$ cat config.mk
export PLATFORM = sky130hd
export DESIGN_NAME = ett_timer
export DESIGN_NICKNAME = d
export VERILOG_FILES = /design/src/logic/ett_pkg.sv /design/src/logic/ett_timer.sv
export VERILOG_INCLUDE_DIRS = /design/src /design/src/logic
export SDC_FILE = /design/constraint.sdc
export NUM_CORES = 1
export LEC_CHECK = 0
export BUFFER_PORTS_ARGS = -buffer_cell sky130_fd_sc_hd__buf_2
export CORE_ASPECT_RATIO = 0.6
export CORE_MARGIN = 2
export CORE_UTILIZATION = 30
export CTS_CLUSTER_DIAMETER = 200
export DETAILED_ROUTE_END_ITERATION = 10
export SYNTH_ARGS = -nofsm -noshare
export SYNTH_HDL_FRONTEND = slang
export SYNTH_SLANG_ARGS = --single-unit
export TNS_END_PERCENT = 30
$ cat constraint.sdc
create_clock -name clk -period 4.3 [get_ports clk]
set_input_delay 0.215 -clock clk [delete_from_list [all_inputs] [get_ports clk]]
set_output_delay 0.215 -clock clk [all_outputs]
set_load 0.05 [all_outputs]
$ cat src/logic/ett_map.svh
// Register offsets, field positions and reset values of the 8-bit timer/counter.
// Assumes inclusion by the timer module and the bench only.
`ifndef ETT_MAP_SVH
`define ETT_MAP_SVH

// ----------------------------------------
// Register byte addresses
// ----------------------------------------
`define ETT_OFF_CTRL 8'h00
`define ETT_OFF_CNT 8'h04
`define ETT_OFF_CMP 8'h08
`define ETT_OFF_MASK 8'h0C
`define ETT_OFF_FLAGS 8'h10
`define ETT_OFF_PORT 8'h14

// ----------------------------------------
// Field positions
// ----------------------------------------
`define ETT_BIT_FORCE 7
`define ETT_BIT_WGM_LO 6
`define ETT_BIT_COM_HI 5
`define ETT_BIT_COM_LO 4
`define ETT_BIT_WGM_HI 3
`define ETT_BIT_CMP_FLAG 1
`define ETT_BIT_OVF_FLAG 0
`define ETT_BIT_PORT_DIR 0
`define ETT_BIT_PORT_VAL 1
`define ETT_BIT_GIE 2

// ----------------------------------------
// Reset values and constants
// ----------------------------------------
`define ETT_RST_BYTE 8'h00
`define ETT_MAX 8'hFF
`define ETT_BOTTOM 8'h00
`define ETT_PRESC_W 10

`endif

$ cat src/logic/ett_pkg.sv
// Types shared by the 8-bit timer/counter.
// Assumes nothing beyond the map header.
package ett_pkg;

  typedef enum logic [1:0] {
    ETT_NORMAL = 2'b00,
    ETT_PHASE = 2'b01,
    ETT_CLEAR = 2'b10,
    ETT_FAST = 2'b11
  } ett_mode_e;

  typedef struct packed {
    logic [1:0] compare_output_sel;
    logic [2:0] clock_source_sel;
    ett_mode_e waveform_mode_sel;
  } ett_ctrl_s;

  typedef struct packed {
    logic compare_flag;
    logic overflow_flag;
  } ett_flags_s;

endpackage

$ cat src/logic/ett_timer.sv
// 8-bit timer/counter with waveform output, behind a classic Wishbone slave.
// Assumes ext_count_pin and all bus inputs are synchronous to clk.
//
// Local design decisions: the register addresses and the Wishbone register port.
`timescale 1ns/1ps
`include "ett_map.svh"

// Functional notes
// Counter synchronous; tick is only an enable
// Force strobe acts only in non-PWM modes
// Software keeps force bit zero in PWM
// Force strobe applies compare-output action now
// Force sets no flag, clears no counter
// Force bit reads back as zero
// Mode bits 6 and 3 select mode
// TOP is FF, or compare in clear mode
// Compare update timing and overflow point
// Clear mode clears counter, sets flag on match
// Output overrides pin; driver needs direction bit
// Non-PWM: toggle, clear or set on match
// Fast PWM: match action, opposite at bottom
// Fast PWM compare at TOP suppresses match
// Phase PWM: up and down match actions
// Phase PWM compare at TOP acts at TOP
// Clock select stop, direct, prescaled taps
// Select 110 falling, 111 rising external edge
// External pin counts even as output
// Counter register readable and writable
// Counter write blocks next tick's match
// Compare continuously with counter
// Flags cleared by vector or writing one
// Interrupt needs global, enable and flag
// Phase PWM overflow at bottom reversal
// All registers reset to zero
// Mask bit 1 compare, bit 0 overflow
module ett_timer
  import ett_pkg::*;
#(
  parameter int PRESC_W = `ETT_PRESC_W
) (
  input wire logic clk,
  input wire logic rst_n,
  input wire logic [7:0] wb_adr_i,
  input wire logic [31:0] wb_dat_i,
  output logic [31:0] wb_dat_o,
  input wire logic wb_we_i,
  input wire logic [3:0] wb_sel_i,
  input wire logic wb_cyc_i,
  input wire logic wb_stb_i,
  output logic wb_ack_o,
  input wire logic ext_count_pin,
  input wire logic cmp_vector_taken,
  input wire logic ovf_vector_taken,
  output logic waveform_out_pin,
  output logic waveform_out_oe,
  output logic compare_irq,
  output logic overflow_irq
);

  initial begin
    if (PRESC_W < 10) begin
      $error("PRESC_W must cover the divide-by-1024 tap");
    end
  end

  // ----------------------------------------
  // Registers
  // ----------------------------------------
  ett_ctrl_s ctrl_r;
  logic [7:0] counter_r;
  logic [7:0] compare_r;
  logic [7:0] compare_buf_r;
  logic [7:0] mask_r;
  ett_flags_s flags_r;
  logic port_dir_r;
  logic port_val_r;
  logic gie_r;
  logic wave_r;
  logic down_r;
  logic block_r;
  logic ext_q_r;
  logic [PRESC_W-1:0] presc_r;
  logic ack_r;

  // ----------------------------------------
  // Bus decode
  // ----------------------------------------
  logic req;
  logic wr0;
  logic wr_ctrl;
  logic wr_cnt;
  logic wr_cmp;
  logic wr_mask;
  logic wr_flags;
  logic wr_port;
  logic force_req;

  assign req = wb_cyc_i && wb_stb_i && !ack_r;
  assign wr0 = req && wb_we_i && wb_sel_i[0];
  assign wr_ctrl = wr0 && (wb_adr_i == `ETT_OFF_CTRL);
  assign wr_cnt = wr0 && (wb_adr_i == `ETT_OFF_CNT);
  assign wr_cmp = wr0 && (wb_adr_i == `ETT_OFF_CMP);
  assign wr_mask = wr0 && (wb_adr_i == `ETT_OFF_MASK);
  assign wr_flags = wr0 && (wb_adr_i == `ETT_OFF_FLAGS);
  assign wr_port = wr0 && (wb_adr_i == `ETT_OFF_PORT);

  // Mode bit positions
  ett_mode_e mode_wr;
  assign mode_wr = ett_mode_e'({wb_dat_i[`ETT_BIT_WGM_HI], wb_dat_i[`ETT_BIT_WGM_LO]});
  ett_mode_e mode;
  assign mode = ctrl_r.waveform_mode_sel;

  // Force gated by non-PWM mode
  assign force_req = wr_ctrl && wb_dat_i[`ETT_BIT_FORCE] && !mode_wr[0];

  always_ff @(posedge clk or negedge rst_n) begin
    if (!rst_n) begin
      ack_r <= 1'b0;
    end else begin
      ack_r <= req;
    end
  end
  assign wb_ack_o = ack_r;

  // ----------------------------------------
  // Tick generation
  // ----------------------------------------
  function automatic logic tap_hit(input logic [PRESC_W-1:0] p, input int bits);
    logic [PRESC_W-1:0] m;
    m = PRESC_W'((1 << bits) - 1);
    tap_hit = ((p & m) == m);
  endfunction

  always_ff @(posedge clk or negedge rst_n) begin
    if (!rst_n) begin
      presc_r <= '0;
    end else begin
      presc_r <= presc_r + 1'b1;
    end
  end

  always_ff @(posedge clk or negedge rst_n) begin
    if (!rst_n) begin
      ext_q_r <= 1'b0;
    end else begin
      ext_q_r <= ext_count_pin;
    end
  end

  logic tick;
  // Clock source select
  // External edge choice
  // Pin direction not consulted
  always_comb begin
    case (ctrl_r.clock_source_sel)
      3'b000: tick = 1'b0;
      3'b001: tick = 1'b1;
      3'b010: tick = tap_hit(presc_r, 3);
      3'b011: tick = tap_hit(presc_r, 6);
      3'b100: tick = tap_hit(presc_r, 8);
      3'b101: tick = tap_hit(presc_r, 10);
      3'b110: tick = ext_q_r && !ext_count_pin;
      3'b111: tick = !ext_q_r && ext_count_pin;
      default: tick = 1'b0;
    endcase
  end

  // ----------------------------------------
  // Compare and TOP
  // ----------------------------------------
  logic [7:0] top;
  logic match;
  logic at_top;
  logic at_bottom;
  // TOP selection
  assign top = (mode == ETT_CLEAR) ? compare_r : `ETT_MAX;
  // Continuous compare
  // Write-blocked match
  assign match = (counter_r == compare_r) && tick && !block_r;
  assign at_top = (counter_r == top);
  assign at_bottom = (counter_r == `ETT_BOTTOM);

  // ----------------------------------------
  // Counter
  // ----------------------------------------
  // Tick as enable only
  // Software counter access
  always_ff @(posedge clk or negedge rst_n) begin
    if (!rst_n) begin
      counter_r <= `ETT_RST_BYTE;
    end else if (wr_cnt) begin
      counter_r <= wb_dat_i[7:0];
    end else if (tick) begin
      case (mode)
        ETT_PHASE: begin
          if (down_r) begin
            counter_r <= at_bottom ? counter_r + 1'b1 : counter_r - 1'b1;
          end else begin
            counter_r <= at_top ? counter_r - 1'b1 : counter_r + 1'b1;
          end
        end
        // Clear on match
        ETT_CLEAR: counter_r <= at_top ? `ETT_BOTTOM : counter_r + 1'b1;
        default: counter_r <= counter_r + 1'b1;
      endcase
    end
  end

  always_ff @(posedge clk or negedge rst_n) begin
    if (!rst_n) begin
      down_r <= 1'b0;
    end else if (mode != ETT_PHASE) begin
      down_r <= 1'b0;
    end else if (tick && !wr_cnt) begin
      if (!down_r && at_top) begin
        down_r <= 1'b1;
      end else if (down_r && at_bottom) begin
        down_r <= 1'b0;
      end
    end
  end

  // Block match after write
  always_ff @(posedge clk or negedge rst_n) begin
    if (!rst_n) begin
      block_r <= 1'b0;
    end else if (wr_cnt) begin
      block_r <= 1'b1;
    end else if (tick) begin
      block_r <= 1'b0;
    end
  end

  // ----------------------------------------
  // Compare register with buffering
  // ----------------------------------------
  always_ff @(posedge clk or negedge rst_n) begin
    if (!rst_n) begin
      compare_buf_r <= `ETT_RST_BYTE;
    end else if (wr_cmp) begin
      compare_buf_r <= wb_dat_i[7:0];
    end
  end

  // Update point per mode
  always_ff @(posedge clk or negedge rst_n) begin
    if (!rst_n) begin
      compare_r <= `ETT_RST_BYTE;
    end else if (!mode[0]) begin
      compare_r <= wr_cmp ? wb_dat_i[7:0] : compare_buf_r;
    end else if (tick && at_top && (mode == ETT_PHASE) && !down_r) begin
      compare_r <= compare_buf_r;
    end else if (tick && at_top && (mode == ETT_FAST)) begin
      compare_r <= compare_buf_r;
    end
  end

  // ----------------------------------------
  // Control, mask, port registers
  // ----------------------------------------
  // Reset to zero
  always_ff @(posedge clk or negedge rst_n) begin
    if (!rst_n) begin
      ctrl_r <= '0;
    end else if (wr_ctrl) begin
      ctrl_r.waveform_mode_sel <= mode_wr;
      ctrl_r.compare_output_sel <= wb_dat_i[`ETT_BIT_COM_HI:`ETT_BIT_COM_LO];
      ctrl_r.clock_source_sel <= wb_dat_i[2:0];
    end
  end

  always_ff @(posedge clk or negedge rst_n) begin
    if (!rst_n) begin
      mask_r <= `ETT_RST_BYTE;
    end else if (wr_mask) begin
      mask_r <= wb_dat_i[7:0];
    end
  end

  always_ff @(posedge clk or negedge rst_n) begin
    if (!rst_n) begin
      port_dir_r <= 1'b0;
      port_val_r <= 1'b0;
      gie_r <= 1'b0;
    end else if (wr_port) begin
      port_dir_r <= wb_dat_i[`ETT_BIT_PORT_DIR];
      port_val_r <= wb_dat_i[`ETT_BIT_PORT_VAL];
      gie_r <= wb_dat_i[`ETT_BIT_GIE];
    end
  end

  // ----------------------------------------
  // Flags
  // ----------------------------------------
  logic ovf_evt;
  // Overflow at MAX
  // Phase overflow at bottom
  assign ovf_evt = tick && !wr_cnt &&
                   ((mode == ETT_PHASE) ? (down_r && at_bottom) : (counter_r == `ETT_MAX));

  // Clear by vector or one
  // Force not a flag source
  always_ff @(posedge clk or negedge rst_n) begin
    if (!rst_n) begin
      flags_r <= '0;
    end else begin
      if (match) begin
        flags_r.compare_flag <= 1'b1;
      end else if (cmp_vector_taken || (wr_flags && wb_dat_i[`ETT_BIT_CMP_FLAG])) begin
        flags_r.compare_flag <= 1'b0;
      end
      if (ovf_evt) begin
        flags_r.overflow_flag <= 1'b1;
      end else if (ovf_vector_taken || (wr_flags && wb_dat_i[`ETT_BIT_OVF_FLAG])) begin
        flags_r.overflow_flag <= 1'b0;
      end
    end
  end

  // Interrupt gating
  // Mask bit positions
  assign compare_irq = gie_r && mask_r[1] && flags_r.compare_flag;
  assign overflow_irq = gie_r && mask_r[0] && flags_r.overflow_flag;

  // ----------------------------------------
  // Waveform output
  // ----------------------------------------
  logic [1:0] com;
  logic cmp_is_top;
  assign com = ctrl_r.compare_output_sel;
  assign cmp_is_top = (compare_r == `ETT_MAX) && com[1];

  // Forced action by output mode
  // Non-PWM actions
  // Fast PWM actions
  // Fast PWM top special
  // Phase PWM actions
  // Phase PWM top special
  always_ff @(posedge clk or negedge rst_n) begin
    if (!rst_n) begin
      wave_r <= 1'b0;
    end else if (force_req || (match && !mode[0])) begin
      case (force_req ? wb_dat_i[`ETT_BIT_COM_HI:`ETT_BIT_COM_LO] : com)
        2'b01: wave_r <= !wave_r;
        2'b10: wave_r <= 1'b0;
        2'b11: wave_r <= 1'b1;
        default: wave_r <= wave_r;
      endcase
    end else if (mode == ETT_FAST && com[1] && tick) begin
      if (counter_r == `ETT_MAX) begin
        wave_r <= !com[0];
      end else if (match && !cmp_is_top) begin
        wave_r <= com[0];
      end
    end else if (mode == ETT_PHASE && com[1] && tick) begin
      if (cmp_is_top) begin
        if (at_top && !down_r) begin
          wave_r <= !com[0];
        end
      end else if (match) begin
        wave_r <= down_r ? !com[0] : com[0];
      end
    end
  end

  // Pin override and driver enable
  assign waveform_out_pin = (com != 2'b00) ? wave_r : port_val_r;
  assign waveform_out_oe = port_dir_r;

  // ----------------------------------------
  // Read data
  // ----------------------------------------
  // Force bit reads zero
  always_ff @(posedge clk or negedge rst_n) begin
    if (!rst_n) begin
      wb_dat_o <= '0;
    end else if (req && !wb_we_i) begin
      case (wb_adr_i)
        `ETT_OFF_CTRL: wb_dat_o <= {24'h00_0000, 1'b0, mode[0], com, mode[1], ctrl_r.clock_source_sel};
        `ETT_OFF_CNT: wb_dat_o <= {24'h00_0000, counter_r};
        `ETT_OFF_CMP: wb_dat_o <= {24'h00_0000, compare_buf_r};
        `ETT_OFF_MASK: wb_dat_o <= {24'h00_0000, mask_r};
        `ETT_OFF_FLAGS: wb_dat_o <= {30'h0000_0000, flags_r.compare_flag, flags_r.overflow_flag};
        `ETT_OFF_PORT: wb_dat_o <= {29'h0000_0000, gie_r, port_val_r, port_dir_r};
        default: wb_dat_o <= '0;
      endcase
    end
  end

  // ----------------------------------------
  // Checks
  // ----------------------------------------
  a_force_no_flag: assert property (@(posedge clk) disable iff (!rst_n)
    (force_req && !match && !flags_r.compare_flag && !cmp_vector_taken) |=> !flags_r.compare_flag)
    else $error("forced compare set the flag");

  a_force_pwm_ignored: assert property (@(posedge clk) disable iff (!rst_n)
    (wr_ctrl && wb_dat_i[`ETT_BIT_FORCE] && mode_wr[0] && !tick) |=> $stable(wave_r))
    else $error("force accepted in PWM mode");

  a_force_set: assert property (@(posedge clk) disable iff (!rst_n)
    (force_req && wb_dat_i[`ETT_BIT_COM_HI:`ETT_BIT_COM_LO] == 2'b11) |=> wave_r)
    else $error("forced set did not set output");

  a_clear_wrap: assert property (@(posedge clk) disable iff (!rst_n)
    (mode == ETT_CLEAR && match && !wr_cnt && !wr_ctrl) |=> (counter_r == 8'h00 && flags_r.compare_flag))
    else $error("clear mode did not clear on match");

  a_write_blocks: assert property (@(posedge clk) disable iff (!rst_n)
    wr_cnt |=> !match)
    else $error("match after counter write");

  a_ovf_max: assert property (@(posedge clk) disable iff (!rst_n)
    (tick && mode == ETT_NORMAL && counter_r == 8'hFF && !wr_cnt && !wr_ctrl) |=> flags_r.overflow_flag)
    else $error("overflow flag missed at MAX");

  a_flag_clear: assert property (@(posedge clk) disable iff (!rst_n)
    (wr_flags && wb_dat_i[1] && !match) |=> !flags_r.compare_flag)
    else $error("compare flag not cleared by one");

  a_irq_gate: assert property (@(posedge clk) disable iff (!rst_n)
    compare_irq |-> (gie_r && mask_r[1] && flags_r.compare_flag))
    else $error("compare irq without enables");

  a_stopped: assert property (@(posedge clk) disable iff (!rst_n)
    (ctrl_r.clock_source_sel == 3'b000 && !wr_cnt && !wr_ctrl) |=> $stable(counter_r))
    else $error("counter moved while stopped");

  a_ctrl_read: assert property (@(posedge clk) disable iff (!rst_n)
    (ack_r && $past(wb_adr_i) == 8'h00 && !$past(wb_we_i)) |-> !wb_dat_o[7])
    else $error("force bit read as one");

endmodule

Yosys cells after proc, flatten, opt, wreduce, memory -nomap -nowiden
Index checks and enable logic that the tools add are counted.
- $add $sub $neg: 3
- equality and inequality tests: 31
- muxes and demuxes: 37
- reductions and logical operators: 66
- operator list (kind ; number):
    8-bit two-way mux ; 11
    8-bit case mux with 6 select lines ; 1
    1-bit logical AND ; 38
    8-bit equality test, second input constant ; 3
    1-bit two-way mux ; 21
    8-bit by 4-bit equality test with 1-bit output, second input constant ; 2
    8-bit by 5-bit equality test with 1-bit output, second input constant ; 2
    8-bit equality test ; 2
    8-bit logical NOT ; 2
    8-bit case mux with 2 select lines ; 1
    3-bit equality test, second input constant ; 5
    1-bit logical NOT ; 12
    10-bit by 1-bit adder with 10-bit output, second input constant ; 1
    10-bit equality test, second input constant ; 1
    2-bit nonzero test ; 5
    8-bit by 1-bit adder with 8-bit output, second input constant ; 1
    2-bit equality test, second input constant ; 4
    8-bit by 3-bit equality test with 1-bit output, second input constant ; 1
    4-bit by 1-bit inequality test with 1-bit output, second input constant ; 2
    1-bit case mux with 8 select lines ; 1
    8-bit by 1-bit subtractor with 8-bit output, second input constant ; 1
    3-bit by 2-bit equality test with 1-bit output, second input constant ; 2
    6-bit equality test, second input constant ; 1
    3-bit nonzero test ; 2
    other kinds (12) ; 15
- bits in registers: 91
- input bits: 52
- output and inout bits: 37
- logic and storage cells: 156

Depth between registers and ports, before layout
- depth after elaboration: 11
- depth in mapped cells: 12
- mapped depth without buffers: 11

Worst setup path after synthesis
Ideal clock, no wire load.
- path kind: register to register
- from: register ack_r, in the netlist wb_ack_o
- to: register wave_r
- setup time: 0.130 ns
- arrival time: 2.701 ns
- required time: 4.170 ns
- setup slack: 1.469 ns
- cell stages (with the launch flop): 13
- path buffers: 1
- clock period less this slack: 2.831 ns
- cells stage by stage: dfrtp_1 -> and3b_1 -> and3_1 -> clkbuf_1 -> nand3_4 -> or3b_4 -> nand2_1 -> nand2_1 -> ha_1 -> o22ai_1 -> a311o_1 -> nand2_1 -> o21ai_1
- word-level cells in the longest chain between the ends: 11
- elaborated cells between the ends (all ways): 20
- classes of those cells: eq/ne: 6; mux: 3; reduce/logical: 11
- ends and longest elaborated chain (element ; RTL line ; source):
    start: declaration ; ett_timer.sv:83 ; logic ack_r;
    start signal: assignment ; ett_timer.sv:120 ; ack_r <= req;
    1-bit logical NOT * ; ett_timer.sv:98 ; assign req = wb_cyc_i && wb_stb_i && !ack_r;
    1-bit logical AND * ; ett_timer.sv:98 ;
    via req ; ett_timer.sv:88 ; logic req;
    1-bit logical AND * (2 in series) ; ett_timer.sv:99 ; assign wr0 = req && wb_we_i && wb_sel_i[0];
    1-bit logical AND * ; ett_timer.sv:100 ; assign wr_ctrl = wr0 && (wb_adr_i == `ETT_OFF_CTRL);
    1-bit logical AND * (2 in series) ; ett_timer.sv:114 ; assign force_req = wr_ctrl && wb_dat_i[`ETT_BIT_FORCE] && !mode_wr[0];
    2-bit two-way mux ; ett_timer.sv:343 ; case (force_req ? wb_dat_i[`ETT_BIT_COM_HI:`ETT_BIT_COM_LO] : com)
    2-bit equality test / 2-bit by 1-bit equality test with 1-bit output (equally long branches) ; ett_timer.sv:343 ;
    4-bit by 1-bit inequality test with 1-bit output (no line) / 1-bit case mux with 3 select lines (equally long branches) ; - ;
    5-bit AND reduction (no line) / 1-bit two-way mux (equally long branches) ; - ;
    end signal: assignment ; ett_timer.sv:344 ; 2'b01: wave_r <= !wave_r;
    end signal: assignment ; ett_timer.sv:347 ; default: wave_r <= wave_r;
    end signal: assignment ; ett_timer.sv:351 ; wave_r <= !com[0];
    end: declaration ; ett_timer.sv:78 ; logic wave_r;
The timed path passes the listed nets; every way through them passes the cells marked *.
A chain may end at the register's enable or synchronous reset.

Worst setup path after layout
- from: register counter_r[4]
- to: register counter_r[1]
- word-level cells in the longest chain between the ends: 6
- elaborated cells between the ends (all ways): 9
- classes of those cells: eq/ne: 1; mux: 7; reduce/logical: 1
- ends and longest elaborated chain (element ; RTL line ; source):
    start: declaration ; ett_timer.sv:70 ; logic [7:0] counter_r;
    start signal: assignment ; ett_timer.sv:190 ; counter_r <= `ETT_RST_BYTE;
    start signal: assignment ; ett_timer.sv:192 ; counter_r <= wb_dat_i[7:0];
    start signal: assignment ; ett_timer.sv:197 ; counter_r <= at_bottom ? counter_r + 1'b1 : counter_r - 1'b1;
    8-bit equality test / 8-bit logical NOT (equally long branches) ; - ;
    8-bit two-way mux, on equally long branches ; ett_timer.sv:199, ett_timer.sv:197 ;
    8-bit two-way mux ; ett_timer.sv:196 ; if (down_r) begin
    8-bit case mux with 2 select lines * ; ett_timer.sv:194 ; case (mode)
    8-bit two-way mux * ; ett_timer.sv:193 ; end else if (tick) begin
    8-bit two-way mux * ; ett_timer.sv:191 ; end else if (wr_cnt) begin
Every way passes the cells marked *; elsewhere a longest branch is shown, timed or not. The select of a mux whose other input is x is not followed.

==> metrics.yaml <==
gp_congestion: 0.9216
max_slew_margin_pct: 23.21
seq_area_frac_synth_pct: 39.64
path_delay_family: "compound AO/OA/AOI/OAI gates"
synth_seq_cells: 67
fin_tns_setup_ns: 0
path_cells: "inv_1 -> a2111oi_0 -> nand2_1 -> a211oi_2 -> nor2_1 -> a2111oi_0 -> a211oi_1 -> nor2_1"
power_density_nw_per_um2: 325.3
crit_path_start_kind: "flop"
path_clk_slew_ns: 0.07
drt-vias-per-instance: 5.343
synth-main-ff-cell: "dfrtp_1"
worstSkewPairLatency_ns: 0.34
antenna_left: 0
fin_ws_ns: 0.9461
postCtsSetupBuffers: 0
finish.instance_area_um2: 4817
drt_iter0_drc: 522
fin_nets: 535
drive_gt1_share_pct: 21.92
syn_area_um2: 4229
dr.pass1.iters: 5
cts_sinks: 67
max-cap-violations: 0
fin_crit_ns: 3.354
grt_pass1_vias: 3447
dp_cells: 655
min_path_type: "in -> reg"
cts_buffers: 9
worst-path-buf-inv: 1
grt_max_degree: 68
rsz0062_at_grt: "no"
setup_viol: 0
antenna_found_initial: 0
grt_pass1_wl_mm: 19.36
fillers: 1423
die_width_um: 157.3
arrival_ns: 3.63
crit_required_ns: 4.57
dpl-instance-area_um2: 4522
worstSetupPathType: "reg -> reg"
postCtsHoldBufs: 0
fin_cells: 671
final_max_slew_viol_count: 0
crit_path_end_kind: "flop"
synth_warnings: 0
grtUsageTotal_pct: 17.02
io_buffer_count: 37
core_area_um2: 13710
htree_num_levels: 3
rows: 33
critPathMaxFanout: 13
cts_resized: 0
worst_path_largest_cell_delay_ns: 0.70
synth_cells: 442
dp_hpwl_mm: 9.035
synth_edf_count: 0
peakVddDrop_uv: 217.8
fin_util_pct: 35.14
antenna_cells: 0
grt_overflow: 0
initial_core_util_pct: 30.85
syn_to_final_growth_pct: 13.91
hold_violations: 0
avgSynthCellArea_um2: 9.568
period_share_pct: 78.00
status: "finished clean"
drc: 0
wirelength_mm: 12.21
cts_tree: "done"
dieArea_um2: 15090
pre_cts_ws_ns: 1.083
fmax_mhz: 298.2
tightest_slew_ns: 1.136
io_pins: 89
cp_slowest_cell: "a2111oi_0"
synthDistinctLibCells: 63
skew_ns: 0.01382
cts_max_path_buffers: 2
cts.root.buffer_cell: "clkbuf_16"
synth-async-reset-ratio_pct: 100.0
routedWlPerCell_um: 18.19
p_leak_uw: 0.002181
vias: 3585
die_h_um: 95.97
==> metrics by stage <==
| stage | hold slack (ns) | power [uW] |
|---|---|---|
| 2_1_floorplan | -0.08059 | 800.1 |
| 3_3_place_gp | 0.3612 | 836.6 |
| 3_5_place_dp | 0.3600 | 839.2 |
| 4_1_cts | 0.01550 | 1579 |
| 5_1_grt | 0.01860 | 1628 |
| 6_report | 0.02733 | 1567 |
==> flip-flops by register name, summed over array words and instances, names as in the netlist <==
| name | count |
|---|---|
| gie_r | 1 |
| mode | 2 |
| wb_dat_o | 8 |
| presc_r | 10 |
| counter_r | 8 |
| flags_r | 2 |
| mask_r | 8 |
| wb_ack_o | 1 |
| block_r | 1 |
| wave_r | 1 |
| compare_buf_r | 8 |
| waveform_out_oe | 1 |
| down_r | 1 |
| compare_r | 8 |
| ctrl_r | 3 |
| com | 2 |
| ext_q_r | 1 |
| port_val_r | 1 |
==> layout by cell type, fill, tap and decap left out, types with 3 or more instances in the layout <==
| cell type | n |
|---|---|
| o21ai_0 | 10 |
| xnor2_1 | 5 |
| nor2_1 | 32 |
| a211oi_1 | 4 |
| clkinv_2 | 3 |
| nand4_1 | 9 |
| clkbuf_16 | 9 |
| and3_1 | 8 |
| nand2b_1 | 5 |
| o211ai_1 | 3 |
| nor4_1 | 8 |
| a22o_1 | 4 |
| buf_4 | 4 |
| conb_1 | 24 |
| mux4_2 | 5 |
| o22ai_1 | 5 |
| mux2i_1 | 9 |
| buf_2 | 37 |
| a2111oi_0 | 3 |
| nand3_1 | 23 |
| ha_1 | 9 |
| a21oi_1 | 22 |
| nor2b_1 | 17 |
| dfrtp_1 | 67 |
| nand3b_1 | 4 |
| nor3_1 | 10 |
| mux2_2 | 32 |
| nor3b_1 | 3 |
| xor2_1 | 6 |
| inv_1 | 9 |
| nand2_1 | 40 |
==> cells in the mapped netlist (6+ instances only) <==
| cell | instances | area [um^2] |
|---|---|---|
| clkbuf_1 | 16 | 60.06 |
| xor2_1 | 6 | 52.55 |
| mux2_2 | 32 | 360.4 |
| nand4_1 | 9 | 56.30 |
| nor4_1 | 8 | 50.05 |
| ha_1 | 9 | 112.6 |
| nor3_1 | 10 | 50.05 |
| dfrtp_1 | 67 | 1677 |
| nor2b_1 | 17 | 106.4 |
| nand2_1 | 40 | 150.1 |
| and3_1 | 8 | 50.05 |
| nand3_1 | 23 | 115.1 |
| inv_1 | 9 | 33.78 |
| a21oi_1 | 22 | 110.1 |
| buf_4 | 24 | 180.2 |
| nor2_1 | 32 | 120.1 |
| o21ai_0 | 10 | 50.05 |
| mux2i_1 | 9 | 90.09 |
==> final timing paths <==
path	from	to	slack, ns	cells after the start
worst min-delay path	ext_count_pin	ext_q_r	0.03	1
worst min register to register	wb_dat_o[3]	wb_dat_o[3]	0.47	2
worst max register to register	counter_r[4]	counter_r[1]	0.95	8
min in group asynchronous	rst_n	wb_dat_o[5]	0.07	2
max in group asynchronous	rst_n	mask_r[3]	3.63	2
worst max-delay path	counter_r[4]	counter_r[1]	0.95	8
==> cell families (layout without fill, tap and decap cells) <==
kind of cell    Yosys count  after routing  synth area share (%)
xor+xnor                 11             11                 2.278
flops                    67             67                 39.65
compound gates           79             79                 12.72
simple gates            176            176                 22.40
fa+ha+maj                 9              9                 2.663
buf+inv                  53             67                 6.893
other cells               1             24               0.08867
mux                      46             46                 13.31
==> metal layers <==
layer,GRT usage [%],vias to the layer above,part of all wire [%]
met1,26.45,1756,52
met3,4.457,17,8.5
met5,0,-,0
met4,3.561,0,0.87
met2,23.14,173,38
li1,-,1639,-
==> cell type report <==
cell class | instances | area (um^2) | share of cell area, %
inverters | 10 | 37.54 | 0.7792
repair buffers | 41 | 215.2 | 4.468
clock inverters | 5 | 52.55 | 1.091
clock buffers | 11 | 242.7 | 5.039
flip-flops and latches | 67 | 1677 | 34.81
well taps | 192 | 240.2 | 4.987
multi-input cells | 345 | 2352 | 48.83
==> power by group <==
| group | internal [uW] | switching (uW) | total (uW) |
|---|---|---|---|
| Clock | 462 | 274 | 735 |
| Sequential | 640 | 23.7 | 664 |
| Combinational | 44.2 | 124 | 168 |
Power figures use the tool's default switching activity.
